==> src/dchan_defines.svh <==
`ifndef DCHAN_DEFINES_SVH
`define DCHAN_DEFINES_SVH

// ----------------------------------------------------------------------------
// register byte offsets
// ----------------------------------------------------------------------------
`define OFS_MAIN_STATUS   6'h00
`define OFS_MAIN_DISABLE  6'h04
`define OFS_EXT_STATUS    6'h08
`define OFS_CODE_RX_0     6'h0c
`define OFS_CODE_RX_1     6'h10
`define OFS_FEATURE_1     6'h14
`define OFS_MON_CTRL      6'h18
`define OFS_MON_STATUS    6'h1c
`define OFS_TOP_STATUS    6'h20
`define OFS_TOP_DISABLE   6'h24
`define OFS_AUX_CONFIG    6'h28

// ----------------------------------------------------------------------------
// main status / disable bit positions
// ----------------------------------------------------------------------------
`define MS_TIMER2         0
`define MS_TIMER1         1
`define MS_PEER           2
`define MS_CODE           3
`define MS_EXT            4
`define MS_MON            5
`define MS_WIDTH          6

// ----------------------------------------------------------------------------
// field positions and reset values
// ----------------------------------------------------------------------------
`define EXT_RESEND        0
`define EXT_UNDERRUN      1
`define FEAT_CH1_EN       0
`define FEAT_TERMINAL     1
`define FEAT_AUTO         2
`define CODE_W            4
`define CODE_CH0_BIT      4
`define CODE_CH1_BIT      5
`define TOP_SIG_BIT       2
`define MAIN_DISABLE_RST  6'h00
`define TOP_DISABLE_RST   2'h3
`define FEATURE_RST       3'h0
`define MON_CTRL_RST      6'h00
`define AUX_CONFIG_RST    6'h00

`endif

==> src/dchan_pkg.sv <==
`default_nettype none

package dchan_pkg;

  // --------------------------------------------------------------------------
  // signalling-channel events from the layer-2 core, one-cycle pulses
  // --------------------------------------------------------------------------
  typedef struct packed {
    logic tx_error;
    logic neg_ack;
    logic fifo_empty;
    logic eom_given;
    logic peer_sup_frame;
    logic ext_timer;
    logic retx_timer;
    logic retry_done;
    logic timer2;
  } sig_ev_t;

  // --------------------------------------------------------------------------
  // one monitor channel as seen from the serial highway
  // --------------------------------------------------------------------------
  typedef struct packed {
    logic       tx_ind;
    logic [7:0] data;
    logic       end_rx;
    logic       acked;
    logic       aborted;
  } mon_in_t;

  typedef struct packed {
    logic mab;
    logic mda;
    logic mer;
    logic mdr;
  } mon_st_t;

  typedef struct packed {
    logic mie;
    logic mrc;
    logic mre;
  } mon_ctl_t;

endpackage

`default_nettype wire

==> src/code_buf.sv <==
`include "dchan_defines.svh"
`default_nettype none

// two-deep received code buffer: held code plus the latest pending change
module code_buf (
  // clock and reset
  input  wire logic                 clk_sys,
  input  wire logic                 rst_n,
  // code input and host read
  input  wire logic [`CODE_W-1:0]   code_in,
  input  wire logic                 rd,
  // held code and load event
  output logic      [`CODE_W-1:0]   code_q,
  output logic                      new_q
);

  logic [`CODE_W-1:0] seen_q;
  logic [`CODE_W-1:0] pend_q;
  logic               pend_v_q;
  logic               unread_q;
  logic               change;

  assign change = code_in != seen_q;

  always_ff @(posedge clk_sys or negedge rst_n) begin
    if (!rst_n) begin
      seen_q   <= '0;
      pend_q   <= '0;
      pend_v_q <= 1'b0;
      unread_q <= 1'b0;
      code_q   <= '0;
      new_q    <= 1'b0;
    end else begin
      seen_q <= code_in;
      new_q  <= 1'b0;
      if (rd && (pend_v_q || change)) begin
        // later changes overwrite the pending slot, so only the last survives
        code_q   <= change ? code_in : pend_q;
        new_q    <= 1'b1;
        unread_q <= 1'b1;
        pend_v_q <= 1'b0;
      end else if (rd) begin
        unread_q <= 1'b0;
      end else if (change && unread_q) begin
        pend_q   <= code_in;
        pend_v_q <= 1'b1;
      end else if (change) begin
        code_q   <= code_in;
        new_q    <= 1'b1;
        unread_q <= 1'b1;
      end
    end
  end

endmodule

`default_nettype wire

==> src/dchan_cmon_aux_irq_logic.sv <==
// Behaviour
// - set resend flag on error or auto negative ack
// - underrun aborts frame, sets underrun flag
// - auto mode: peer RR/RNR sets change flag
// - first timer: external, or auto retransmit+retry expiry
// - second timer flag per expiry, no acknowledge
// - code change ch0; ch1 only terminal mode
// - ch1 change hidden until enable bit set
// - reading code register 0 clears both bits
// - status on every new code load
// - hold change until read, then load immediately
// - two-deep code buffer: first then last
// - non-terminal mode: only monitor channel 0
// - ch0 gating: data/end by rx+handshake, rest shared
// - ch0 data-received gated by enable and handshake
// - ch1 gating: data by rx+handshake, rest shared
// - ch1 data-received same gating; handshake bit drives receive handshake
// - aux pins as I/O, input interrupts maskable
// - aux interrupt on falling edge or low level
// - aux interrupts masked after reset, others not
// - main status timer/peer bits clear on read; code change, ext and mon bits do not
// - masked bits hidden except code change, kept pending across reads
// - code change set even when masked, no interrupt
//
// The Avalon-MM interface to the registers and the register addresses were chosen for this implementation.
`include "dchan_defines.svh"
`default_nettype none

module dchan_cmon_aux_irq_logic (
  // clock and reset
  input  wire logic                        clk_sys,
  input  wire logic                        rst_n,
  // avalon-mm slave
  input  wire logic [5:0]                  avs_address,
  input  wire logic                        avs_read,
  input  wire logic                        avs_write,
  input  wire logic [31:0]                 avs_writedata,
  output logic      [31:0]                 avs_readdata,
  output logic                             avs_waitrequest,
  // layer-2 core events
  input  wire dchan_pkg::sig_ev_t          sig_ev,
  output logic                             tx_abort,
  // command/indication codes
  input  wire logic [`CODE_W-1:0]          code_in_0,
  input  wire logic [`CODE_W-1:0]          code_in_1,
  // monitor channels
  input  wire dchan_pkg::mon_in_t [1:0]    mon_in,
  output logic      [1:0]                  mon_rx_handshake_ctl,
  // auxiliary pins
  input  wire logic [1:0]                  aux_in,
  output logic      [1:0]                  aux_out,
  output logic      [1:0]                  aux_oe,
  // host interrupt
  output logic                             irq
);

  // --------------------------------------------------------------------------
  // bus slave: one wait state, access takes effect when waitrequest is low
  // --------------------------------------------------------------------------
  logic                     acc;
  logic                     rd_acc;
  logic                     wr_acc;
  logic [31:0]              rdata_d;

  assign acc    = (avs_read || avs_write) && !avs_waitrequest;
  assign rd_acc = acc && avs_read;
  assign wr_acc = acc && avs_write;

  function automatic logic hit(input logic [5:0] ofs, input logic [5:0] a);
    hit = {a[5:2], 2'b00} == ofs;
  endfunction

  always_ff @(posedge clk_sys or negedge rst_n) begin
    if (!rst_n) begin
      avs_waitrequest <= 1'b1;
    end else begin
      avs_waitrequest <= !((avs_read || avs_write) && avs_waitrequest);
    end
  end

  // --------------------------------------------------------------------------
  // configuration registers
  // --------------------------------------------------------------------------
  logic [`MS_WIDTH-1:0]     main_dis_q;
  logic [1:0]               top_dis_q;
  logic [2:0]               feature_q;
  dchan_pkg::mon_ctl_t [1:0] mon_ctl_q;
  logic [5:0]               aux_cfg_q;
  logic                     auto_mode;
  logic                     terminal;
  logic                     ch1_en;

  assign auto_mode = feature_q[`FEAT_AUTO];
  assign terminal  = feature_q[`FEAT_TERMINAL];
  assign ch1_en    = feature_q[`FEAT_CH1_EN];

  always_ff @(posedge clk_sys or negedge rst_n) begin
    if (!rst_n) begin
      main_dis_q <= `MAIN_DISABLE_RST;
      top_dis_q  <= `TOP_DISABLE_RST;
      feature_q  <= `FEATURE_RST;
      mon_ctl_q  <= `MON_CTRL_RST;
      aux_cfg_q  <= `AUX_CONFIG_RST;
    end else if (wr_acc) begin
      if (hit(`OFS_MAIN_DISABLE, avs_address)) main_dis_q <= avs_writedata[`MS_WIDTH-1:0];
      if (hit(`OFS_TOP_DISABLE, avs_address))  top_dis_q  <= avs_writedata[1:0];
      if (hit(`OFS_FEATURE_1, avs_address))    feature_q  <= avs_writedata[2:0];
      if (hit(`OFS_MON_CTRL, avs_address))     mon_ctl_q  <= avs_writedata[5:0];
      if (hit(`OFS_AUX_CONFIG, avs_address))   aux_cfg_q  <= avs_writedata[5:0];
    end
  end

  // --------------------------------------------------------------------------
  // signalling channel events
  // --------------------------------------------------------------------------
  logic [1:0]               ext_q;
  logic [2:0]               sig_st_q;
  logic [1:0]               ext_set;
  logic [2:0]               sig_set;
  logic [`MS_WIDTH-1:0]     main_raw;
  logic [`MS_WIDTH-1:0]     main_vis;
  logic                     rd_main;
  logic                     rd_ext;
  logic                     underrun;

  assign underrun = sig_ev.fifo_empty && !sig_ev.eom_given;
  assign ext_set[`EXT_RESEND]   = sig_ev.tx_error || (auto_mode && sig_ev.neg_ack);
  assign ext_set[`EXT_UNDERRUN] = underrun;
  assign sig_set[`MS_TIMER2]    = sig_ev.timer2;
  assign sig_set[`MS_TIMER1]    = auto_mode ? (sig_ev.retx_timer && sig_ev.retry_done)
                                            : sig_ev.ext_timer;
  assign sig_set[`MS_PEER]      = auto_mode && sig_ev.peer_sup_frame;
  assign rd_main = rd_acc && hit(`OFS_MAIN_STATUS, avs_address);
  assign rd_ext  = rd_acc && hit(`OFS_EXT_STATUS, avs_address);

  always_ff @(posedge clk_sys or negedge rst_n) begin
    if (!rst_n) begin
      ext_q    <= '0;
      tx_abort <= 1'b0;
    end else begin
      ext_q    <= (rd_ext ? (ext_q & ~avs_readdata[1:0]) : ext_q) | ext_set;
      tx_abort <= underrun;
    end
  end

  // only bits that the read showed are cleared; masked ones stay pending
  // the shown copy sits in readdata, so a bit set during the wait state survives
  always_ff @(posedge clk_sys or negedge rst_n) begin
    if (!rst_n) begin
      sig_st_q <= '0;
    end else begin
      sig_st_q <= (sig_st_q & ~(rd_main ? avs_readdata[2:0] : 3'h0)) | sig_set;
    end
  end

  // --------------------------------------------------------------------------
  // command/indication code change
  // --------------------------------------------------------------------------
  logic [`CODE_W-1:0]       code0_q;
  logic [`CODE_W-1:0]       code1_q;
  logic                     new0;
  logic                     new1;
  logic                     rd_code0;
  logic                     rd_code1;
  logic                     chg0_q;
  logic                     chg1_raw_q;
  logic                     chg1_vis;

  assign rd_code0 = rd_acc && hit(`OFS_CODE_RX_0, avs_address);
  assign rd_code1 = rd_acc && hit(`OFS_CODE_RX_1, avs_address);
  assign chg1_vis = chg1_raw_q && ch1_en;

  code_buf u_code0 (
    .clk_sys (clk_sys),
    .rst_n   (rst_n),
    .code_in (code_in_0),
    .rd      (rd_code0),
    .code_q  (code0_q),
    .new_q   (new0)
  );

  code_buf u_code1 (
    .clk_sys (clk_sys),
    .rst_n   (rst_n),
    .code_in (code_in_1),
    .rd      (rd_code1),
    .code_q  (code1_q),
    .new_q   (new1)
  );

  always_ff @(posedge clk_sys or negedge rst_n) begin
    if (!rst_n) begin
      chg0_q     <= 1'b0;
      chg1_raw_q <= 1'b0;
    end else begin
      chg0_q     <= (chg0_q && !rd_code0) || new0;
      chg1_raw_q <= (chg1_raw_q && !rd_code0) || (new1 && terminal);
    end
  end

  // --------------------------------------------------------------------------
  // monitor channels
  // --------------------------------------------------------------------------
  dchan_pkg::mon_st_t [1:0] mon_st_q;
  logic [1:0][7:0]          mon_data_q;
  logic [1:0]               tx_ind_q;
  logic [1:0]               in_pkt_q;
  logic                     rd_mon;

  assign rd_mon = rd_acc && hit(`OFS_MON_STATUS, avs_address);

  for (genvar c = 0; c < 2; c++) begin : g_mon
    logic               live;
    logic               byte_rx;
    logic               mdr_set;
    logic               mer_en;
    dchan_pkg::mon_st_t set;

    // channel 1 only runs in terminal mode
    assign live    = (c == 0) || terminal;
    assign byte_rx = live && tx_ind_q[c] && !mon_in[c].tx_ind;
    assign mdr_set = byte_rx && mon_ctl_q[c].mre && (mon_ctl_q[c].mrc || !in_pkt_q[c]);
    assign mer_en  = (c == 0) ? (mon_ctl_q[c].mre && mon_ctl_q[c].mrc) : mon_ctl_q[c].mie;
    assign set.mdr = mdr_set;
    assign set.mer = live && mon_in[c].end_rx && mer_en;
    assign set.mda = live && mon_in[c].acked && mon_ctl_q[c].mie;
    assign set.mab = live && mon_in[c].aborted && mon_ctl_q[c].mie;

    always_ff @(posedge clk_sys or negedge rst_n) begin
      if (!rst_n) begin
        mon_st_q[c]   <= '0;
        mon_data_q[c] <= 8'h00;
        tx_ind_q[c]   <= 1'b1;
        in_pkt_q[c]   <= 1'b0;
      end else begin
        tx_ind_q[c] <= mon_in[c].tx_ind;
        mon_st_q[c] <= (rd_mon ? (mon_st_q[c] & ~avs_readdata[4*c +: 4]) : mon_st_q[c]) | set;
        if (mdr_set) begin
          mon_data_q[c] <= mon_in[c].data;
        end
        if (mon_in[c].end_rx || mon_in[c].aborted) begin
          in_pkt_q[c] <= 1'b0;
        end else if (byte_rx) begin
          in_pkt_q[c] <= 1'b1;
        end
      end
    end
  end

  // the handshake bit is only driven while handshake control is on
  always_ff @(posedge clk_sys or negedge rst_n) begin
    if (!rst_n) begin
      mon_rx_handshake_ctl <= 2'h0;
    end else begin
      mon_rx_handshake_ctl <= {mon_ctl_q[1].mrc && terminal, mon_ctl_q[0].mrc};
    end
  end

  // --------------------------------------------------------------------------
  // auxiliary pins
  // --------------------------------------------------------------------------
  logic [1:0]               aux_prev_q;
  logic [1:0]               top_st_q;
  logic [1:0]               aux_set;
  logic                     rd_top;

  assign rd_top = rd_acc && hit(`OFS_TOP_STATUS, avs_address);

  // edge mode when the select bit is 0, low level when 1
  assign aux_set = ~aux_cfg_q[3:2] & ((aux_prev_q & ~aux_in & ~aux_cfg_q[1:0])
                                     | (~aux_in & aux_cfg_q[1:0]));

  always_ff @(posedge clk_sys or negedge rst_n) begin
    if (!rst_n) begin
      aux_prev_q <= 2'h3;
      top_st_q   <= 2'h0;
      aux_out    <= 2'h0;
      aux_oe     <= 2'h0;
    end else begin
      aux_prev_q <= aux_in;
      top_st_q   <= (rd_top ? (top_st_q & ~avs_readdata[1:0]) : top_st_q) | aux_set;
      aux_out    <= aux_cfg_q[5:4];
      aux_oe     <= aux_cfg_q[3:2];
    end
  end

  // --------------------------------------------------------------------------
  // status views and interrupt
  // --------------------------------------------------------------------------
  logic                     sig_pend;

  always_comb begin
    main_raw                = '0;
    main_raw[2:0]           = sig_st_q;
    main_raw[`MS_CODE]      = chg0_q || chg1_vis;
    main_raw[`MS_EXT]       = |ext_q;
    main_raw[`MS_MON]       = |mon_st_q;
    main_vis                = main_raw & ~main_dis_q;
    main_vis[`MS_CODE]      = main_raw[`MS_CODE];
  end

  assign sig_pend = |(main_raw & ~main_dis_q);

  always_ff @(posedge clk_sys or negedge rst_n) begin
    if (!rst_n) begin
      irq <= 1'b0;
    end else begin
      irq <= sig_pend || |(top_st_q & ~top_dis_q);
    end
  end

  always_comb begin
    rdata_d = 32'h0000_0000;
    case ({avs_address[5:2], 2'b00})
      `OFS_MAIN_STATUS:  rdata_d[`MS_WIDTH-1:0] = main_vis;
      `OFS_MAIN_DISABLE: rdata_d[`MS_WIDTH-1:0] = main_dis_q;
      `OFS_EXT_STATUS:   rdata_d[1:0] = ext_q;
      `OFS_CODE_RX_0:    rdata_d[5:0] = {chg1_vis, chg0_q, code0_q};
      `OFS_CODE_RX_1:    rdata_d[`CODE_W-1:0] = code1_q;
      `OFS_FEATURE_1:    rdata_d[2:0] = feature_q;
      `OFS_MON_CTRL:     rdata_d[5:0] = mon_ctl_q;
      `OFS_MON_STATUS:   rdata_d = {mon_data_q[1], mon_data_q[0], 8'h00, mon_st_q};
      `OFS_TOP_STATUS:   rdata_d[2:0] = {sig_pend, top_st_q & ~top_dis_q};
      `OFS_TOP_DISABLE:  rdata_d[1:0] = top_dis_q;
      `OFS_AUX_CONFIG:   rdata_d[5:0] = aux_cfg_q;
      default:           rdata_d = 32'h0000_0000;
    endcase
  end

  always_ff @(posedge clk_sys or negedge rst_n) begin
    if (!rst_n) begin
      avs_readdata <= 32'h0000_0000;
    end else if (avs_read && avs_waitrequest) begin
      avs_readdata <= rdata_d;
    end
  end

  // --------------------------------------------------------------------------
  // checks
  // --------------------------------------------------------------------------
  a_bus_one_wait: assert property (@(posedge clk_sys) disable iff (!rst_n)
    (avs_read || avs_write) && avs_waitrequest |=> !avs_waitrequest)
    else $error("waitrequest not released after one cycle");

  a_resend_flag: assert property (@(posedge clk_sys) disable iff (!rst_n)
    (sig_ev.tx_error || (auto_mode && sig_ev.neg_ack)) |=> ext_q[`EXT_RESEND])
    else $error("resend flag not set");

  a_underrun_abort: assert property (@(posedge clk_sys) disable iff (!rst_n)
    underrun |=> tx_abort && ext_q[`EXT_UNDERRUN])
    else $error("underrun did not abort and flag");

  a_peer_change: assert property (@(posedge clk_sys) disable iff (!rst_n)
    !auto_mode && sig_ev.peer_sup_frame && !sig_st_q[`MS_PEER] |=> !sig_st_q[`MS_PEER])
    else $error("peer change flagged outside auto mode");

  a_timer_auto: assert property (@(posedge clk_sys) disable iff (!rst_n)
    auto_mode && sig_ev.ext_timer && !(sig_ev.retx_timer && sig_ev.retry_done)
      && !sig_st_q[`MS_TIMER1] |=> !sig_st_q[`MS_TIMER1])
    else $error("external timer raised first timer flag in auto mode");

  a_timer2_set: assert property (@(posedge clk_sys) disable iff (!rst_n)
    sig_ev.timer2 |=> sig_st_q[`MS_TIMER2])
    else $error("second timer flag missing");

  a_code_clear_read: assert property (@(posedge clk_sys) disable iff (!rst_n)
    rd_code0 && !new0 && !new1 |=> !chg0_q && !chg1_raw_q)
    else $error("code change bits not cleared by read");

  a_mdr_disabled: assert property (@(posedge clk_sys) disable iff (!rst_n)
    !mon_ctl_q[0].mre && !mon_st_q[0].mdr ##1 !rd_mon |-> !mon_st_q[0].mdr)
    else $error("data received flagged while receive disabled");

  a_aux_edge: assert property (@(posedge clk_sys) disable iff (!rst_n)
    aux_prev_q[0] && !aux_in[0] && !aux_cfg_q[2] |=> top_st_q[0])
    else $error("aux falling edge not latched");

  a_aux_mask_rst: assert property (@(posedge clk_sys)
    !rst_n |=> top_dis_q == 2'h3 [*2])
    else $error("aux interrupts not masked after reset");

  a_irq_pending: assert property (@(posedge clk_sys) disable iff (!rst_n)
    (sig_pend || |(top_st_q & ~top_dis_q)) |=> irq)
    else $error("interrupt not raised for pending status");

  a_code_masked: assert property (@(posedge clk_sys) disable iff (!rst_n)
    main_raw[`MS_CODE] && main_dis_q[`MS_CODE] && sig_st_q == 3'h0 && ext_q == 2'h0
      && mon_st_q == '0 && (top_st_q & ~top_dis_q) == 2'h0 |=> !irq)
    else $error("masked code change misbehaved");

endmodule

`default_nettype wire

==> config.mk <==
export PLATFORM = sky130hd
export DESIGN_NAME = dchan_cmon_aux_irq_logic
export DESIGN_NICKNAME = d
export VERILOG_FILES = /design/src/dchan_pkg.sv /design/src/code_buf.sv /design/src/dchan_cmon_aux_irq_logic.sv
export VERILOG_INCLUDE_DIRS = /design/src
export SDC_FILE = /design/constraint.sdc
export NUM_CORES = 1
export LEC_CHECK = 0
export BUFFER_PORTS_ARGS = -buffer_cell sky130_fd_sc_hd__buf_4
export CORE_UTILIZATION = 54
export CTS_CLUSTER_DIAMETER = 100
export DETAILED_ROUTE_END_ITERATION = 10
export GPL_TIMING_DRIVEN = 0
export PLACE_DENSITY = 0.8
export REMOVE_ABC_BUFFERS = 1
export SLEW_MARGIN = 20
export SYNTH_ARGS = -nofsm -noshare
export SYNTH_HDL_FRONTEND = slang
export SYNTH_SLANG_ARGS = --single-unit
export TNS_END_PERCENT = 100
==> constraint.sdc <==
create_clock -name clk_sys -period 2.4 [get_ports clk_sys]
set_clock_uncertainty 0.1 [all_clocks]
set_input_delay 0.24 -clock clk_sys [delete_from_list [all_inputs] [get_ports clk_sys]]
set_output_delay 0.24 -clock clk_sys [all_outputs]
set_load 0.05 [all_outputs]
Yosys cells after proc, flatten, opt, wreduce, memory -nomap -nowiden

Cells that the tools add are included.

Multiplexer cells: 47
Bitwise logic cells: 30
Reductions and logical operators: 87
Eq/ne operators: 18

Operators by type and width:

| kind                 | number |
|---|---|
| $mux W4              | 12 |
| $logic_and A1 B1 Y1  | 41 |
| $mux W1              | 27 |
| $mux W26             | 1 |
| $pmux W2 S11         | 1 |
| $reduce_and A2 Y1    | 9 |
| $eq A4 B3 Y1 const B | 4 |
| $and A2 B2 Y2        | 7 |
| $eq A4 B4 Y1 const B | 3 |
| $logic_or A1 B1 Y1   | 12 |
| $pmux W2 S6          | 1 |
| $reduce_and A3 Y1    | 4 |
| $reduce_bool A2 Y1   | 6 |
| $not A2 Y2           | 5 |
| $pmux W1 S9          | 1 |
| $and A4 B4 Y4        | 2 |
| $eq A4 B2 Y1 const B | 2 |
| $logic_not A1 Y1     | 8 |
| $ne A4 B4 Y1         | 2 |
| $not A4 Y4           | 2 |
| $or A4 B4 Y4         | 2 |
| $reduce_or A8 Y1     | 1 |
| $pmux W1 S7          | 1 |
| $and A6 B6 Y6        | 1 |
| other kinds (17)     | 27 |

Register bits after elaboration: 133

Longest topological paths before layout

Word-level depth: 8
Gate-level depth with buffers: 7
Mapped depth without buffers: 5

Cells and area by module

A second synthesis with hierarchy kept.

Cells, all modules: 458
Area, all modules: 5,497.8 um^2

Modules (own cells, without submodules):

| module                   | cells each | area an instance (um^2) | seq. area each (um^2) | times used |
|---|---|---|---|---|
| dchan_cmon_aux_irq_logic | 356        | 4,264.1                 | 2,386.0               | 1 |
| code_buf                 | 51         | 616.8                   | 375.4                 | 2 |

Worst setup path after synthesis

OpenSTA, ideal clock, no wires.

Kind: register to register
From: register avs_waitrequest
To: register u_code1.pend_q[0]
Arrival time: 1.710 ns
Stages on the path, launching flop included: 7
Library setup time: 0.125 ns
Path buffers: 1
Slack: 0.465 ns
Cells stage by stage: dfstp_2 > nor2b_1 > buf_2 > nand3_1 > nand2_1 > nor2_2 > mux2_2

Word-level cells in the longest chain between the ends: 7

RTL lines:

| item                          | RTL line                        | source |
|---|---|---|
| start, declared               | dchan_cmon_aux_irq_logic.sv:39  | `output logic avs_waitrequest,` |
| start signal, assigned        | dchan_cmon_aux_irq_logic.sv:77  | `avs_waitrequest <= !((avs_read \|\| avs_write) && avs_waitrequest);` |
| $logic_not A1 Y1 *            | dchan_cmon_aux_irq_logic.sv:65  | `assign acc = (avs_read \|\| avs_write) && !avs_waitrequest;` |
| $logic_and A1 B1 Y1 *         | dchan_cmon_aux_irq_logic.sv:65  |  |
| $logic_and A1 B1 Y1 *         | dchan_cmon_aux_irq_logic.sv:66  | `assign rd_acc = acc && avs_read;` |
| $logic_and A1 B1 Y1 *         | dchan_cmon_aux_irq_logic.sv:170 | `` assign rd_code1 = rd_acc && hit(`OFS_CODE_RX_1, avs_address); `` |
| $logic_and A1 B1 Y1           | code_buf.sv:36                  | `if (rd && (pend_v_q \|\| change)) begin` |
| $not A1 Y1 (no line)          | n/a                             |  |
| $reduce_and A3 Y1 (no line) * | n/a                             |  |
| end signal, assigned          | code_buf.sv:45                  | `pend_q <= code_in;` |
| end, declared                 | code_buf.sv:18                  | `` logic [`CODE_W-1:0] pend_q; `` |

Mark *: on every way between the ends. The rest lies on a longest branch, timed or not.
A chain may end at the register's enable or synchronous reset.

Worst setup path after layout

From: register avs_waitrequest
To: register sig_st_q[1]

Word-level cells in the longest chain between the ends: 8

RTL lines:

| item                 | RTL line                        | source |
|---|---|---|
| $logic_not A1 Y1     | dchan_cmon_aux_irq_logic.sv:65  |  |
| $logic_and A1 B1 Y1  | dchan_cmon_aux_irq_logic.sv:65  |  |
| $logic_and A1 B1 Y1  | dchan_cmon_aux_irq_logic.sv:66  |  |
| $logic_and A1 B1 Y1  | dchan_cmon_aux_irq_logic.sv:133 | `` assign rd_main = rd_acc && hit(`OFS_MAIN_STATUS, avs_address); `` |
| $mux W3              | dchan_cmon_aux_irq_logic.sv:152 | `sig_st_q <= (sig_st_q & ~(rd_main ? avs_readdata[2:0] : 3'h0)) \| sig_set;` |
| $not A3 Y3           | dchan_cmon_aux_irq_logic.sv:152 |  |
| $and A3 B3 Y3        | dchan_cmon_aux_irq_logic.sv:152 |  |
| $or A3 B3 Y3         | dchan_cmon_aux_irq_logic.sv:152 |  |
| end signal, assigned | dchan_cmon_aux_irq_logic.sv:152 |  |
| end, declared        | dchan_cmon_aux_irq_logic.sv:117 | `logic [2:0] sig_st_q;` |

Every way passes these cells.

==> results.toml <==
[outcome]
run_status = "finished clean"

[clock_tree]
cts-root-buf = "clkbuf_8"
cts-buffers-inserted = 17
cts_tree = "done"
worstSkewPairLatency_ps = 510
cts_htree_levels = 4
clkTransAtPathRegs_ps = 60
clock-sinks = 125
clk_path_buf_depth = 2

[cells_and_area]
area_growth_pct = 34.6
final_cell_mix = "118 x dfrtp_1, 88 x buf_4, 53 x dlygate4sd3_1, 50 x mux2_2, 35 x nand2_1"
nFillCells = 626
antenna_cells = 0
nets = 669
final_common_cell = "dfrtp_1"
drive_gt1_share_pct = 31.0

[die]
coreArea_mm2 = 0.00973
dieArea_mm2 = 0.0104
initial_core_util_pct = 55.2
die_h_um = 102
row_count = 36
die_x_um = 102
io_pins = 126

[critical_path]
crit_path_end_kind = "flop"
critPathTopFamily = "simple AND/OR/NAND/NOR gates"
critical_path_buf_inv_count = 1
cp_slowest_cell = "dlygate4sd3_1"
path_cells = "nor2b_2 -> nand2_1 -> o21ai_0 -> nand3_1 -> dlygate4sd3_1"
cp.arrival_ps = 2370
worstPathMaxFanout = 9
critPathRequiredTime_ps = 2690
critPathLaunchType = "flop"
max_stage_delay_ps = 550
path_class = "flop to flop"

[grt]
grt_max_degree = 71
overflow = 0
grt_pass1_vias = 4378
grt_usage_pct = 30.7
grtUsageMet3_pct = 9.11
met2_usage_pct = 51.3
grt_busiest_layer = "met2"
antenna_found_initial = 0
grt_util_met1_pct = 38.1
grt_pass1_wl_mm = 23.1

[timing]
max_freq_mhz = 481
timing.hold.ws_ps = 88.3
rsz0062_at_grt = "no"
finalMaxSlewViolations = 0
worst_slew_margin_rel_pct = 38.5
fin_crit_ps = 2080
setup_viol = 0
setup_tns_ps = 0
tightest_slew_ps = 920
timing.final.hold_violations = 0
fin_crit_sh_pct = 86.6

[placed_design]
place.gp.congestion = 0.934
port_buffers = 89
dp_hpwl_mm = 8.87

[power]
ir_worst_vdd_mv = 0.644
total_power_w = 0.00631
p_per_area_mw_per_mm2 = 873
p_leak_nw = 3.30

[synth]
synth-seq-area-share_pct = 58.4
yosys.area.top_type = "dfrtp_1"
synth_area_per_cell_um2 = 12.3
synth_ff_type = "dfrtp_1"
yosys-top-cells-area = "dfrtp_1 55%, mux2_2 10%, a22o_1 3.9%"
synth_seq_cells = 125
synth_warnings = 0
synth_area_mm2 = 0.00538
synth_async_sr_flop_share_pct = 100
synth_cells = 438
synth_cell_types = 54
synth_top_area_share_pct = 54.9
synth_edf_count = 0

[routing]
vias = 4298
routedWlPerCell_um = 20.3
postRouteAntennaNets = 0
drt_pre_antenna_iters = 5
viasPerCell = 5.90
drt-total-wl_mm = 14.8
drt_iter0_markers = 409
route.detailed.drc = 0

[run]
maxCapViolCount = 0

[min_path]
hp-class = "input port to flop"
final timing paths:
kind,start,endpoint,slack (ps),cells after the start
worst max-delay path,avs_waitrequest,sig_st_q[1],320,5
worst min-delay path,avs_read,avs_readdata[2],90,3
worst max register to register,avs_waitrequest,sig_st_q[1],320,5
worst min register to register,aux_cfg_q[4],aux_out[0],300,0
max in group asynchronous,rst_n,tx_ind_q[1],1270,3
min in group asynchronous,rst_n,mon_data_q[7],200,2
repair_timing:
item,CTS,global route
pin swaps,1,0
resized for setup,0,1
setup buffers,1,0
hold endpoints to repair,136,0
endpoints found under the setup margin,18,1
hold buffers,53,0
routing by layer:
| metal | vias to the layer above | part of all wire, % |
|---|---|---|
| met3 | 31 | 7.0 |
| met2 | 216 | 52 |
| met1 | 2163 | 39 |
| met5 | - | 0 |
| met4 | 0 | 2.1 |
| li1 | 1888 | - |
registers in the layout, summed over array words and instances, names as in the netlist, 5 cells and up:
register      flops
avs_readdata     24
mon_st_q          8
mon_ctl_q         5
main_dis_q        6
mon_data_q       16
aux_cfg_q         6
per-stage QoR:
step	setup WS [ps]	util (%)	instance area (um2)	instances
3_3_place_gp	-248	62.7	6100	643
6_report	321	74.4	7230	729
3_5_place_dp	-334	63.0	6130	644
5_1_grt	208	74.4	7230	729
2_1_floorplan	204	-	5260	421
4_1_cts	81.8	74.3	7230	729
kinds of logic after synthesis:
| group | after synthesis | synth area share, % |
|---|---|---|
| AND/OR/NAND/NOR | 116 | 11.6 |
| other | 1 | 0.0698 |
| buffers and inverters | 30 | 2.98 |
| AO/OA/AOI/OAI | 105 | 14.7 |
| multiplexers | 53 | 11.0 |
| XOR/XNOR | 8 | 1.30 |
| flip-flops | 125 | 58.4 |
worst register-to-register path, delay by kind of cell (launching register included):
family          cells  cell delay, ps
flops               1             400
simple gates        3             710
buf+inv             1             550
compound gates      1             190
area by class of cell:
class	instances	area, um2	area share, %
clock inverters	7	88.8	1.23
multi-input cells	290	2110	29.2
repair buffers	144	1250	17.3
well taps	133	166	2.30
clock buffers	24	460	6.36
flip-flops and latches	125	3140	43.4
inverters	6	22.5	0.311
power by group:
part,switching [W],leakage (nW),internal [W]
combinational,0.000595,1.51,0.000529
sequential,0.000319,1.52,0.00248
clock,0.000868,0.273,0.00152
total,0.00178,3.30,0.00453
synthesized netlist by cell type (2+ instances only):
| master | instances |
|---|---|
| o211ai_1 | 2 |
| nand3_1 | 8 |
| or2b_1 | 2 |
| a21oi_1 | 12 |
| nor4_1 | 4 |
| o31ai_1 | 2 |
| dfrtp_1 | 118 |
| nand2_1 | 36 |
| and3_1 | 3 |
| and2_1 | 3 |
| buf_4 | 9 |
| mux2i_1 | 3 |
| nand2b_1 | 12 |
| mux2_2 | 50 |
| dfstp_2 | 7 |
| o2111ai_1 | 3 |
| a2bb2oi_1 | 2 |
| clkbuf_1 | 4 |
| a22oi_1 | 4 |
| a22o_1 | 24 |
| buf_2 | 11 |
| o21ai_0 | 17 |
| a32o_1 | 7 |
| nor2_2 | 2 |
| nand4_1 | 2 |
| o22ai_1 | 6 |
| nor2b_1 | 11 |
| inv_1 | 6 |
| a31oi_1 | 2 |
| nor3_1 | 8 |
| xor2_1 | 8 |
| a21o_1 | 4 |
| o2bb2ai_1 | 2 |
| nor2_1 | 19 |
| nor4_4 | 3 |
| o221a_1 | 2 |
| a32oi_1 | 3 |
No activity file was read; power rests on OpenSTA's default activity.
